$ cat config.mk
export PLATFORM = sky130hd
export DESIGN_NAME = cfg_autoloader
export DESIGN_NICKNAME = d
export VERILOG_FILES = /design/src/shared/cfg_loader_pkg.sv /design/src/pin_sync.sv /design/src/cfgmem_reader.sv /design/src/cfg_autoloader.sv
export SDC_FILE = /design/constraint.sdc
export NUM_CORES = 1
export LEC_CHECK = 0
export ABC_CLOCK_PERIOD_IN_PS = 4050
export BUFFER_PORTS_ARGS = -buffer_cell sky130_fd_sc_hd__buf_4
export CAP_MARGIN = 20
export CORE_ASPECT_RATIO = 0.5
export CORE_MARGIN = 8
export CORE_UTILIZATION = 42
export CTS_BUF_LIST = sky130_fd_sc_hd__clkbuf_4
export DETAILED_ROUTE_END_ITERATION = 10
export HOLD_SLACK_MARGIN = 0.06
export PLACE_DENSITY_LB_ADDON = 0.2
export SYNTH_ARGS = -nofsm -noshare
export SYNTH_HDL_FRONTEND = slang
export SYNTH_SLANG_ARGS = --single-unit
$ cat constraint.sdc
create_clock -name pclk -period 4.05 [get_ports pclk]
set_input_delay 0.2025 -clock pclk [delete_from_list [all_inputs] [get_ports pclk]]
set_output_delay 0.2025 -clock pclk [all_outputs]
set_load 0.1 [all_outputs]
$ cat src/shared/cfg_loader_pkg.sv
// Constants, types and register map of the configuration auto-loader.
// Assumes a 10 MHz pclk and a 16-bit-word serial memory.
package cfg_loader_pkg;

    // ==========================================================
    // Timing
    localparam int CLK_PERIOD_NS = 100;
    localparam int SK_HALF_NS = 400;
    localparam int SK_HALF_CYCLES = (SK_HALF_NS + CLK_PERIOD_NS - 1) / CLK_PERIOD_NS;

    // ==========================================================
    // Serial memory framing
    localparam int CMD_BITS = 9;
    localparam int DATA_BITS = 16;
    localparam int FRAME_BITS = CMD_BITS + DATA_BITS;
    localparam logic [2:0] READ_CMD = 3'h6;

    // ==========================================================
    // Configuration word layout
    localparam logic [5:0] WORD_SIG = 6'h00;
    localparam logic [5:0] WORD_COUNT = 6'h01;
    localparam logic [5:0] WORD_SETUP = 6'h02;
    localparam logic [5:0] WORD_MAC0 = 6'h03;
    localparam logic [5:0] WORD_LAST = 6'h05;
    localparam logic [15:0] SIGNATURE = 16'h5AA5;
    localparam int PHY_FIELD_LSB = 8;
    localparam int IRQ_TYPE_BIT = 5;
    localparam int IRQ_POL_BIT = 4;
    localparam int FILL_SEL_BIT = 2;
    localparam logic [7:0] FILL_SET = 8'h57;
    localparam logic [7:0] FILL_CLR = 8'h42;

    // PHY mode codes
    localparam logic [2:0] PHY_AN_ALL = 3'h0;
    localparam logic [2:0] PHY_AN_100 = 3'h1;
    localparam logic [2:0] PHY_AN_10 = 3'h2;
    localparam logic [2:0] PHY_RSVD = 3'h3;
    localparam logic [2:0] PHY_F100_FD = 3'h4;
    localparam logic [2:0] PHY_F100_HD = 3'h5;
    localparam logic [2:0] PHY_F10_FD = 3'h6;
    localparam logic [2:0] PHY_F10_HD = 3'h7;

    // ==========================================================
    // SRAM target regions
    localparam logic [15:0] SRAM_LO_BASE = 16'h0000;
    localparam logic [15:0] SRAM_HI_BASE = 16'h0400;
    localparam logic [4:0] LO_ENTRIES = 5'h10;
    localparam logic [4:0] COPY_LAST = 5'h17;
    localparam logic [4:0] MAC_BYTES = 5'h06;
    localparam logic [4:0] FILL_FIRST = 5'h0E;
    localparam logic [4:0] HI_FILL = 5'h07;

    // ==========================================================
    // APB register map (byte addresses)
    localparam logic [7:0] REG_STATUS = 8'h00;
    localparam logic [7:0] REG_PHY = 8'h04;
    localparam logic [7:0] REG_MAC_LO = 8'h08;
    localparam logic [7:0] REG_MAC_HI = 8'h0C;
    localparam logic [7:0] REG_BUS_TYPE = 8'h10;
    localparam logic [7:0] REG_MEM_PORT = 8'h14;
    localparam logic [7:0] REG_COUNT = 8'h18;
    localparam logic [7:0] BUS_TYPE_CONTROL_REG_RESET = 8'h00;
    localparam int PORT_START_BIT = 31;
    localparam int PORT_REFUSED_BIT = 30;

    // ==========================================================
    // Types
    typedef enum logic [5:0] {
        ST_IDLE = 6'b000001,
        ST_READ = 6'b000010,
        ST_WAIT = 6'b000100,
        ST_NEXT = 6'b001000,
        ST_COPY = 6'b010000,
        ST_DONE = 6'b100000
    } load_state_t;

    typedef struct packed {
        logic autoneg;
        logic adv_100_full;
        logic adv_100_half;
        logic adv_10_full;
        logic adv_10_half;
        logic force_100;
        logic force_full;
    } phy_cfg_t;

    typedef struct packed {
        logic we;
        logic [15:0] addr;
        logic [15:0] data;
    } sram_wr_t;

    typedef struct packed {
        logic select;
        logic clock;
        logic data_out;
        logic data_oe;
    } cfgmem_pins_t;

endpackage

$ cat src/pin_sync.sv
// Two-stage synchroniser for a group of pin levels.
// Assumes inputs are asynchronous to pclk; only stage two is read outside.
`timescale 1ns/10ps
`default_nettype none
module pin_sync #(
    parameter int W = 1
) (
    input wire logic pclk,
    input wire logic presetn,
    input wire logic ce,
    input wire logic [W-1:0] async_in,
    output logic [W-1:0] sync_out
);
    logic [W-1:0] stage1;

    always_ff @(posedge pclk or negedge presetn)
    begin
        if (!presetn)
        begin
            stage1 <= '0;
            sync_out <= '0;
        end
        else if (ce)
        begin
            stage1 <= async_in;
            sync_out <= stage1;
        end
    end
endmodule // pin_sync
`default_nettype wire

$ cat src/cfgmem_reader.sv
// Serial configuration memory reader: start bit, read opcode, six address
// bits, then sixteen data bits. Assumes data_in is already synchronised.
`timescale 1ns/10ps
`default_nettype none
module cfgmem_reader
    import cfg_loader_pkg::*;
(
    input wire logic pclk,
    input wire logic presetn,
    input wire logic ce,
    input wire logic start,
    input wire logic [5:0] word_addr,
    input wire logic data_in,
    output logic busy,
    output logic done,
    output logic [15:0] rdata,
    output cfgmem_pins_t pins
);
    logic [FRAME_BITS-1:0] shift;
    logic [4:0] bit_cnt;
    logic [7:0] div_cnt;
    logic half_end;

    assign half_end = (div_cnt == 8'(SK_HALF_CYCLES - 1));

    always_ff @(posedge pclk or negedge presetn)
    begin
        if (!presetn)
        begin
            busy <= 1'b0;
            done <= 1'b0;
            shift <= '0;
            bit_cnt <= '0;
            div_cnt <= '0;
            rdata <= '0;
            pins <= '0;
        end
        else if (ce)
        begin
            done <= 1'b0;
            if (!busy)
            begin
                if (start)
                begin
                    busy <= 1'b1;
                    shift <= {READ_CMD, word_addr, 16'h0000};
                    bit_cnt <= '0;
                    div_cnt <= '0;
                    pins <= '{select: 1'b1, clock: 1'b0, data_out: READ_CMD[2],
                              data_oe: 1'b1};
                end
            end
            else if (!half_end)
                div_cnt <= div_cnt + 8'h01;
            else
            begin
                div_cnt <= '0;
                if (!pins.clock)
                begin
                    // Rising edge: sample only once the command is out
                    pins.clock <= 1'b1;
                    if (bit_cnt >= 5'(CMD_BITS))
                        rdata <= {rdata[14:0], data_in};
                end
                else
                begin
                    pins.clock <= 1'b0;
                    if (bit_cnt == 5'(FRAME_BITS - 1))
                    begin
                        busy <= 1'b0;
                        done <= 1'b1;
                        pins <= '0;
                    end
                    else
                    begin
                        bit_cnt <= bit_cnt + 5'h01;
                        shift <= {shift[FRAME_BITS-2:0], 1'b0};
                        pins.data_out <= shift[FRAME_BITS-2];
                        // Release the line before the memory drives data
                        pins.data_oe <= (bit_cnt < 5'(CMD_BITS - 1));
                    end
                end
            end
        end
    end
endmodule // cfgmem_reader
`default_nettype wire

$ cat src/cfg_autoloader.sv
// Power-on configuration loader with APB command/status registers.
// Assumes a serial memory on the cfgmem pins and an SRAM write port outside.
//
// Notes on behaviour
// - Loader idles while hardware reset pin is low; loads on its release.
// - A hardware reset with a valid signature copies memory into SRAM 0000h-001Fh and 0400h-040Fh.
// - Loader writes SRAM only, never the station address registers; here REG_MAC_LO and REG_MAC_HI read back the loaded words 3-5.
// - Word 0 must equal 5AA5h to mark the memory valid.
// - Bad signature means no memory; PHY stays auto-negotiating all abilities.
// - Host memory port at offset 14h works only after loading completes.
// - Words 3,4,5 hold station address bytes, low byte first.
// - Word 2 bits 10:8 pick PHY auto-negotiation modes 000,001,010.
// - Code 100 forces 100 Mb/s full duplex, no auto-negotiation.
// - Test clock select switches main clock source to the test clock.
// - Codes 101,110,111 force 100 half, 10 full, 10 half.
// - Word 1 gives total words transferred during the load.
// - Loaded irq type and polarity OR into bus type control until written.
// - Word 2 bit 2 fills SRAM 1Ch-1Fh with 57h, else 42h.
//
// Design decisions made here: the register offsets and the APB slave port.
`timescale 1ns/10ps
`default_nettype none
module cfg_autoloader
    import cfg_loader_pkg::*;
(
    input wire logic pclk,
    input wire logic presetn,
    input wire logic ce,
    input wire logic psel,
    input wire logic penable,
    input wire logic pwrite,
    input wire logic [7:0] paddr,
    input wire logic [31:0] pwdata,
    output logic [31:0] prdata,
    output logic pready,
    output logic pslverr,
    input wire logic hw_reset_n,
    input wire logic test_clock_select,
    input wire logic test_mode_sel_a,
    input wire logic test_mode_sel_b,
    input wire logic cfgmem_data_in,
    output cfgmem_pins_t cfgmem_pins,
    output sram_wr_t sram_wr,
    output phy_cfg_t phy_cfg,
    output logic irq_drive_type,
    output logic irq_polarity,
    output logic load_done,
    output logic clock_source_test
);

    // ==========================================================
    // Functions
    function automatic phy_cfg_t decode_phy(input logic [2:0] code);
        phy_cfg_t c;
        c = 7'h7C;
        case (code)
            PHY_AN_100: {c.adv_10_full, c.adv_10_half} = 2'h0;
            PHY_AN_10: {c.adv_100_full, c.adv_100_half} = 2'h0;
            PHY_F100_FD: c = 7'h03;
            PHY_F100_HD: c = 7'h02;
            PHY_F10_FD: c = 7'h01;
            PHY_F10_HD: c = 7'h00;
            default: c = c;
        endcase
        return c;
    endfunction

    function automatic sram_wr_t copy_entry(input logic [4:0] idx,
                                            input logic [47:0] mac,
                                            input logic [7:0] fill);
        sram_wr_t w;
        logic [4:0] j;
        logic [7:0] b;
        w.we = 1'b1;
        j = idx - LO_ENTRIES;
        b = mac[{idx[2:0], 3'h0} +: 8];
        if (idx < LO_ENTRIES)
        begin
            w.addr = SRAM_LO_BASE + {10'h000, idx, 1'b0};
            if (idx < MAC_BYTES)
                w.data = {b, b};
            else if (idx >= FILL_FIRST)
                w.data = {fill, fill};
            else
                w.data = 16'h0000;
        end
        else
        begin
            w.addr = SRAM_HI_BASE + {10'h000, j, 1'b0};
            if (j < 5'h03)
                w.data = mac[{j[1:0], 4'h0} +: 16];
            else if (j == HI_FILL)
                w.data = {FILL_SET, FILL_SET};
            else
                w.data = 16'h0000;
        end
        return w;
    endfunction

    // ==========================================================
    // Pin synchronisers
    logic hw_reset_n_s;
    logic test_clock_select_s;
    logic test_a_s;
    logic test_b_s;
    logic data_in_s;
    logic hw_reset_n_d;

    pin_sync #(.W(5)) u_sync (
        .pclk(pclk),
        .presetn(presetn),
        .ce(ce),
        .async_in({hw_reset_n, test_clock_select, test_mode_sel_a,
                   test_mode_sel_b, cfgmem_data_in}),
        .sync_out({hw_reset_n_s, test_clock_select_s, test_a_s, test_b_s,
                   data_in_s})
    );

    // ==========================================================
    // Serial memory engine, shared by loader and host port
    logic eng_start;
    logic [5:0] eng_addr;
    logic eng_busy;
    logic eng_done;
    logic [15:0] eng_rdata;
    logic load_start;
    logic host_start;
    logic [5:0] host_addr;
    logic [5:0] word_idx;

    assign eng_start = load_done ? host_start : load_start;
    assign eng_addr = load_done ? host_addr : word_idx;

    cfgmem_reader u_reader (
        .pclk(pclk),
        .presetn(presetn),
        .ce(ce),
        .start(eng_start),
        .word_addr(eng_addr),
        .data_in(data_in_s),
        .busy(eng_busy),
        .done(eng_done),
        .rdata(eng_rdata),
        .pins(cfgmem_pins)
    );

    // ==========================================================
    // Loader state machine
    load_state_t state;
    logic [15:0] word_count;
    logic [15:0] cfg_word [0:5];
    logic [4:0] copy_idx;
    logic sig_valid;
    logic [47:0] mac;
    logic [7:0] fill;

    assign mac = {cfg_word[5], cfg_word[4], cfg_word[3]};
    assign fill = cfg_word[2][FILL_SEL_BIT] ? FILL_SET : FILL_CLR;
    assign load_start = (state == ST_READ);

    always_ff @(posedge pclk or negedge presetn)
    begin
        if (!presetn)
            hw_reset_n_d <= 1'b0;
        else if (ce)
            hw_reset_n_d <= hw_reset_n_s;
    end

    always_ff @(posedge pclk or negedge presetn)
    begin
        if (!presetn)
        begin
            state <= ST_IDLE;
            word_idx <= '0;
            word_count <= '0;
            copy_idx <= '0;
            sig_valid <= 1'b0;
            load_done <= 1'b0;
            for (int i = 0; i < 6; i++)
                cfg_word[i] <= '0;
        end
        else if (ce)
        begin
            if (!hw_reset_n_s)
            begin
                // Held in reset by the pin
                state <= ST_IDLE;
                load_done <= 1'b0;
                sig_valid <= 1'b0;
            end
            else
            begin
                case (state)
                    ST_IDLE:
                    begin
                        if (!hw_reset_n_d)
                        begin
                            word_idx <= WORD_SIG;
                            word_count <= '0;
                            copy_idx <= '0;
                            for (int i = 0; i < 6; i++)
                                cfg_word[i] <= '0;
                            state <= ST_READ;
                        end
                    end
                    ST_READ:
                        if (!eng_busy)
                            state <= ST_WAIT;
                    ST_WAIT:
                    begin
                        if (eng_done)
                        begin
                            if (word_idx <= WORD_LAST)
                                cfg_word[word_idx[2:0]] <= eng_rdata;
                            state <= ST_NEXT;
                        end
                    end
                    ST_NEXT:
                    begin
                        if (word_idx == WORD_SIG)
                        begin
                            if (cfg_word[0] == SIGNATURE)
                            begin
                                sig_valid <= 1'b1;
                                word_idx <= WORD_COUNT;
                                state <= ST_READ;
                            end
                            else
                            begin
                                // Blank memory: nothing copied
                                load_done <= 1'b1;
                                state <= ST_DONE;
                            end
                        end
                        else
                        begin
                            if (word_idx == WORD_COUNT)
                                word_count <= cfg_word[1];
                            word_idx <= word_idx + 6'h01;
                            // Words past the count stay zero
                            if ({10'h000, word_idx} + 16'h0001 >=
                                ((word_idx == WORD_COUNT) ? cfg_word[1] : word_count)
                                || word_idx == 6'h3F)
                                state <= ST_COPY;
                            else
                                state <= ST_READ;
                        end
                    end
                    ST_COPY:
                    begin
                        copy_idx <= copy_idx + 5'h01;
                        if (copy_idx == COPY_LAST)
                            state <= ST_DONE;
                    end
                    ST_DONE:
                        load_done <= 1'b1;
                    default:
                        state <= ST_IDLE;
                endcase
            end
        end
    end

    // SRAM port; station address registers REG_MAC_LO and REG_MAC_HI read back loaded words 3-5, not host-writable
    always_ff @(posedge pclk or negedge presetn)
    begin
        if (!presetn)
            sram_wr <= '0;
        else if (ce)
        begin
            if (state == ST_COPY && hw_reset_n_s)
                sram_wr <= copy_entry(copy_idx, mac, fill);
            else
                sram_wr <= '0;
        end
    end

    // PHY mode settles once loading ends
    always_ff @(posedge pclk or negedge presetn)
    begin
        if (!presetn)
            phy_cfg <= decode_phy(PHY_AN_ALL);
        else if (ce)
        begin
            if (!sig_valid)
                phy_cfg <= decode_phy(PHY_AN_ALL);
            else if (state == ST_DONE)
                phy_cfg <= decode_phy(cfg_word[2][PHY_FIELD_LSB +: 3]);
        end
    end

    // Clock source select follows the test strap
    always_ff @(posedge pclk or negedge presetn)
    begin
        if (!presetn)
            clock_source_test <= 1'b0;
        else if (ce)
            clock_source_test <= test_clock_select_s;
    end

    // ==========================================================
    // APB slave
    logic wr_en;
    logic rd_setup;
    logic mapped;
    logic [7:0] bus_type_control_reg;
    logic bus_type_control_reg_written;
    logic [7:0] bus_type_control_reg_eff;
    logic host_busy;
    logic refused;
    logic [15:0] host_data;
    logic port_cmd;
    logic host_pend_seen;
    logic [5:0] pwdata_addr;

    assign pready = 1'b1;
    assign wr_en = psel && penable && pwrite;
    assign rd_setup = psel && !penable && !pwrite;
    assign mapped = (paddr <= REG_COUNT) && (paddr[1:0] == 2'h0);
    assign pslverr = psel && penable && !mapped;
    assign port_cmd = wr_en && (paddr == REG_MEM_PORT) && pwdata[PORT_START_BIT];
    assign host_start = host_busy && !eng_busy && port_cmd == 1'b0 && !host_pend_seen;
    assign host_addr = pwdata_addr;

    assign bus_type_control_reg_eff = bus_type_control_reg_written ? bus_type_control_reg :
        bus_type_control_reg | {2'h0, cfg_word[2][IRQ_TYPE_BIT], cfg_word[2][IRQ_POL_BIT], 4'h0};
    assign irq_drive_type = bus_type_control_reg_eff[IRQ_TYPE_BIT];
    assign irq_polarity = bus_type_control_reg_eff[IRQ_POL_BIT];

    always_ff @(posedge pclk or negedge presetn)
    begin
        if (!presetn)
        begin
            bus_type_control_reg <= BUS_TYPE_CONTROL_REG_RESET;
            bus_type_control_reg_written <= 1'b0;
        end
        else if (ce)
        begin
            if (!hw_reset_n_s)
                bus_type_control_reg_written <= 1'b0;
            else if (wr_en && paddr == REG_BUS_TYPE)
            begin
                bus_type_control_reg <= pwdata[7:0];
                bus_type_control_reg_written <= 1'b1;
            end
        end
    end

    // Host memory port: one read at a time, refused until load is done
    always_ff @(posedge pclk or negedge presetn)
    begin
        if (!presetn)
        begin
            host_busy <= 1'b0;
            host_pend_seen <= 1'b0;
            refused <= 1'b0;
            host_data <= '0;
            pwdata_addr <= '0;
        end
        else if (ce)
        begin
            if (port_cmd && (!load_done || host_busy))
                refused <= 1'b1;
            else if (port_cmd)
            begin
                refused <= 1'b0;
                host_busy <= 1'b1;
                host_pend_seen <= 1'b0;
                pwdata_addr <= pwdata[5:0];
            end
            else if (host_busy)
            begin
                if (host_start)
                    host_pend_seen <= 1'b1;
                if (host_pend_seen && eng_done)
                begin
                    host_data <= eng_rdata;
                    host_busy <= 1'b0;
                end
            end
        end
    end

    always_ff @(posedge pclk or negedge presetn)
    begin
        if (!presetn)
            prdata <= '0;
        else if (ce && rd_setup)
        begin
            case (paddr)
                REG_STATUS: prdata <= {21'h0, test_b_s, test_a_s, test_clock_select_s,
                                       1'b0, cfg_word[2][PHY_FIELD_LSB +: 3],
                                       1'b0, !load_done, sig_valid, load_done};
                REG_PHY: prdata <= {25'h0, phy_cfg};
                REG_MAC_LO: prdata <= {cfg_word[4], cfg_word[3]};
                REG_MAC_HI: prdata <= {16'h0, cfg_word[5]};
                REG_BUS_TYPE: prdata <= {24'h0, bus_type_control_reg_eff};
                REG_MEM_PORT: prdata <= {host_busy, refused, 14'h0, host_data};
                REG_COUNT: prdata <= {16'h0, word_count};
                default: prdata <= '0;
            endcase
        end
    end

endmodule // cfg_autoloader
`default_nettype wire

==> metrics.md <==
| Metric | Value |
|---|---|
| R2r setup slk | 1020 ps |
| Initial antenna violation count | 1 |
| Critical path launch point | paddr[4] |
| Sw power | 2.171 mW |
| Number of synthesized flops with an enable pin | 0 |
| Post-Synth Simple-Gate Area | 0.1263 |
| Synth Register Bits | 269 |
| Max Freq | 0.2927 GHz |
| Synth Warn # | 0 |
| CP cell instances | dlygate4sd3_1 > buf_4 > or4b_1 > nor4b_4 > dlygate4sd3_1 > nand3_4 > mux2_2 > dlygate4sd3_1 |
| Adder-Cell Fraction of Synth Area | 0.01533 |
| Depth of the most critical reg-to-reg path | 12 |
| Sequential Power Share | 0.459 |
| DP Worst Slack | 1015 ps |
| Crit end category | flip-flop |
| Synth Instances | 1184 |
| Leak Pwr | 7.040 nW |
| Clock Sinks | ~270 |
| Die Ht | 140.7 um |
| HPWL Detailed | 26660 um |
| Min Tclk post-route | 3416 ps |
| WP data arrival | around 4000 ps |
| Vias in the first global route | 10223 |
| RSZ-0062 raised after global routing | false |
| CP Depth | 8 |
| Cts repair resizes | 0 |
| FFs w/ async S/R, synth | 1.000 |
| Final worst path period share | 0.8435 |
| Post-synthesis cell type count | 75 |
| Max_slew headroom | 0.2699 |
| Synth area leaders | dfrtp_1, a22o_1, mux2_2, nand2_1, o21ai_0 |
| Worst Hold Class | in -> async |
| Port-buffer cells | 97 |
| Root Driver | clkbuf_4 |
| H-tree levels | 2 |
| Yosys top cell area share | 0.5077 |
| Initial DRC count | around 1000 |
| Worst-path clk slew | 70 ps |
| Antenna viol nets, final | 0 |
| Final Setup Violations | 0 |
| Largest register FFs | 86 |
| Setup crit end | bus_type_control_reg[2]$_DFFE_PN0P_ |
| WL final | between 30000 and 40000 um |
| Vias per std cell | 5.835 |
| Core area | 30460 sq um |
| CP Class | in -> reg |
| Outcome | finished, final reports clean |
| Cell Area, Synth | 13060 sq um |
| Post-route worst setup slack | about 630 ps |
| Combinational share of power | 0.199 |
| Area leader, netlist | dfrtp_1 |
| I/O pin cnt | 133 |
| First-pass GRT wire length | 59820 um |
| Largest family of logic cells by synthesized area | compound AO/OA/AOI/OAI gates |
| Remaining Overflow, GRT | 0 |
| Power after layout | 6.405 mW |
| Cell Pwr Density | between 400 and 500 nW/um^2 |
| CP most frequent cell | dlygate4sd3_1 |
| Switching Fraction | 0.3390 |
| Top reg by flops | cfg_word |
| Slew @ Worst Pin | 1091 ps |
| Core Rows | 45 |
| Initial Util | 0.4288 |
| R2R Path Start | word_idx[1]$_DFFE_PN0P_ |
| Cell Int Power | roughly 4.2 mW |
| Prevailing post-synth register cell | dfrtp_1 |
| Max-Cap Viols | 0 |
| Post-Synth XOR/XNOR Area | 0.004023 |
| CTS tree | built |
| Worst reg2reg path endpoint | state[1]$_DFFE_PN0P_ |
| Total Die Area | 37340 sq um |
| Via count | between 10000 and 15000 |
| Largest net degree at the start of global routing | 125 |
| Complex-gate fraction of the synthesized area | 0.1932 |
| CTS max path bufs | 3 |
| Final Hold Fails | 0 |
| CP Buf/Inv Count | 4 |
| Routed wire per std cell | 21.48 um |
| Clock skew | 82.93 ps |
| Final setup TNS | 0 ps |
| Sequential area share after synthesis | 0.5157 |
| Top Registers | cfg_word x86, prdata x32, sram_wr x22 |
| Share of post-route cells with drive strength above 1 | 0.2372 |
| Crit Path Max Fanout | 9 |
| Cell family with most CP delay | buffers and inverters |
| DRC Markers | 0 |
| Startpoint Class | primary input |
| Num CTS Buffers | 61 |
| CP max stage cell | dlygate4sd3_1 |
| Proportion of synthesized area in mux cells | 0.1054 |
| Final slew viol count | 0 |
| Max VDD drop | ~160 uV |
| Clock Power Share | 0.342 |
| Area grow syn2layout | 16.34% |
| Worst skew pair latency | 770 ps |
| CP peak stage delay | 700 ps |
| Layout Nets | 1388 |
| Mean Syn Cell Area | 11.03 sq um |
| GRT Total Usage | 0.2020 |
| Die width | approximately 270 um |
| Postcts setup bufs | 0 |
| GP Congestion | 0.9111 |
| CP required | 4630 ps |
| 1st-pass router iterations | 5 |
==> synth_stat cells (18+ instances only) <==
library cell	instances
a21oi_1	49
mux2i_1	28
a22oi_1	24
a22o_1	111
nor2_1	54
buf_4	18
nand2_1	121
o21ai_0	75
clkbuf_1	42
nand3_1	46
dfrtp_1	265
mux2_2	65
a21o_1	21
inv_1	18
==> worst reg2reg max path: stages, from the launching register on <==
cell and delay (ps):
dfrtp_1 630, inv_1 210, ha_1 240, nand3b_1 80, buf_4 230, mux2_2 380, ha_1 280, nor2b_1 40
o21ai_0 170, a31oi_1 100, o21ai_0 270, nand4_1 130, a22o_1 200
==> how the worst min path moves through the flow <==
stage | startpoint | endpoint | cells after the start
2_1_floorplan | presetn | bus_type_control_reg[0]$_DFFE_PN0P_ | 0
3_3_place_gp | presetn | prdata[27]$_DFFE_PN0P_ | 1
3_5_place_dp | presetn | prdata[28]$_DFFE_PN0P_ | 1
4_1_cts | paddr[3] | prdata[3]$_DFFE_PN0P_ | 5
5_1_grt | paddr[6] | prdata[1]$_DFFE_PN0P_ | 5
6_report | presetn | prdata[28]$_DFFE_PN0P_ | 2
==> power by group through the flow <==
| stage | sequential (mW) | combinational [mW] | clock, mW |
|---|---|---|---|
| 2_1_floorplan | 3.22 | 0.636 | 0 |
| 3_3_place_gp | 2.98 | 1.22 | 0 |
| 3_5_place_dp | 2.99 | 1.24 | 0 |
| 4_1_cts | 2.94 | 1.27 | 2.25 |
| 5_1_grt | 2.96 | 1.37 | 2.38 |
| 6_report | 2.94 | 1.27 | 2.19 |
==> cell families after synthesis <==
logic type / after synthesis
adders and majority gates: 16
DFF: 269
AOI/OAI and AO/OA: 356
and+or+nand+nor: 317
other: 2
buffers and inverters: 104
xor gates and xnor gates: 6
muxes: 114
==> timing repair <==
| item | CTS | global route |
|---|---|---|
| hold endpoints to repair | 185 | 0 |
| hold buffers | 32 | 0 |
| endpoints found under the setup margin | 0 | 0 |
==> routing by layer <==
| layer | wire length (um) | global-route usage | part of all wire | vias to the layer above |
|---|---|---|---|---|
| met1 | 17650 | 0.2843 | 0.46 | 5268 |
| met4 | 877 | 0.06342 | 0.023 | 0 |
| li1 | - | - | - | 4704 |
| met5 | 0 | 0 | 0 | - |
| met2 | 16890 | 0.2987 | 0.44 | 398 |
| met3 | 3037 | 0.05659 | 0.079 | 75 |
==> per-stage QoR <==
stage | hold WS (ps) | instance area (sq um) | utilization | instances
3_3_place_gp | 362.9 | 14100 | 0.4629 | 1649
6_report | 77.62 | 15200 | 0.4989 | 1790
2_1_floorplan | -93.09 | 13100 | - | 1194
3_5_place_dp | 370.0 | 14100 | 0.4629 | 1649
4_1_cts | 67.40 | 15190 | 0.4988 | 1789
5_1_grt | 132.6 | 15200 | 0.4989 | 1790
==> layout by cell type, fill, tap and decap left out, types with 9 or more instances in the layout <==
cell           synthesis  routed
nor3_1                13      13
clkinv_1               1      11
a22oi_1               24      24
mux2i_1               28      28
o2bb2ai_1              9       9
a221oi_1              10      10
nor2b_1               12      12
a22o_1               111     111
inv_1                 18      18
o22ai_1               16      16
dlygate4sd3_1          0      32
nor2_1                54      53
clkbuf_4               0      95
a21oi_1               49      49
o21ai_0               75      75
and3_1                 9       9
mux2_4                10      10
mux2_2                65      65
buf_4                 18     113
nand3_1               46      46
ha_1                  16      16
a31oi_1               14      14
a21o_1                21      21
nand2_1              121     121
conb_1                 2      12
dfrtp_1              265     265
==> final cells by class <==
cell class	count	area (sq um)
Fill cell	2748	15260
Sequential cell	269	6736
Multi-Input combinational cell	821	5857
Timing Repair Buffer	148	1224
Clock buffer	95	713.2
Tap cell	423	529.3
Inverter	20	75.07
Clock inverter	13	60.06
Antenna cell	1	2.502
(Power assumes the default switching activity.)
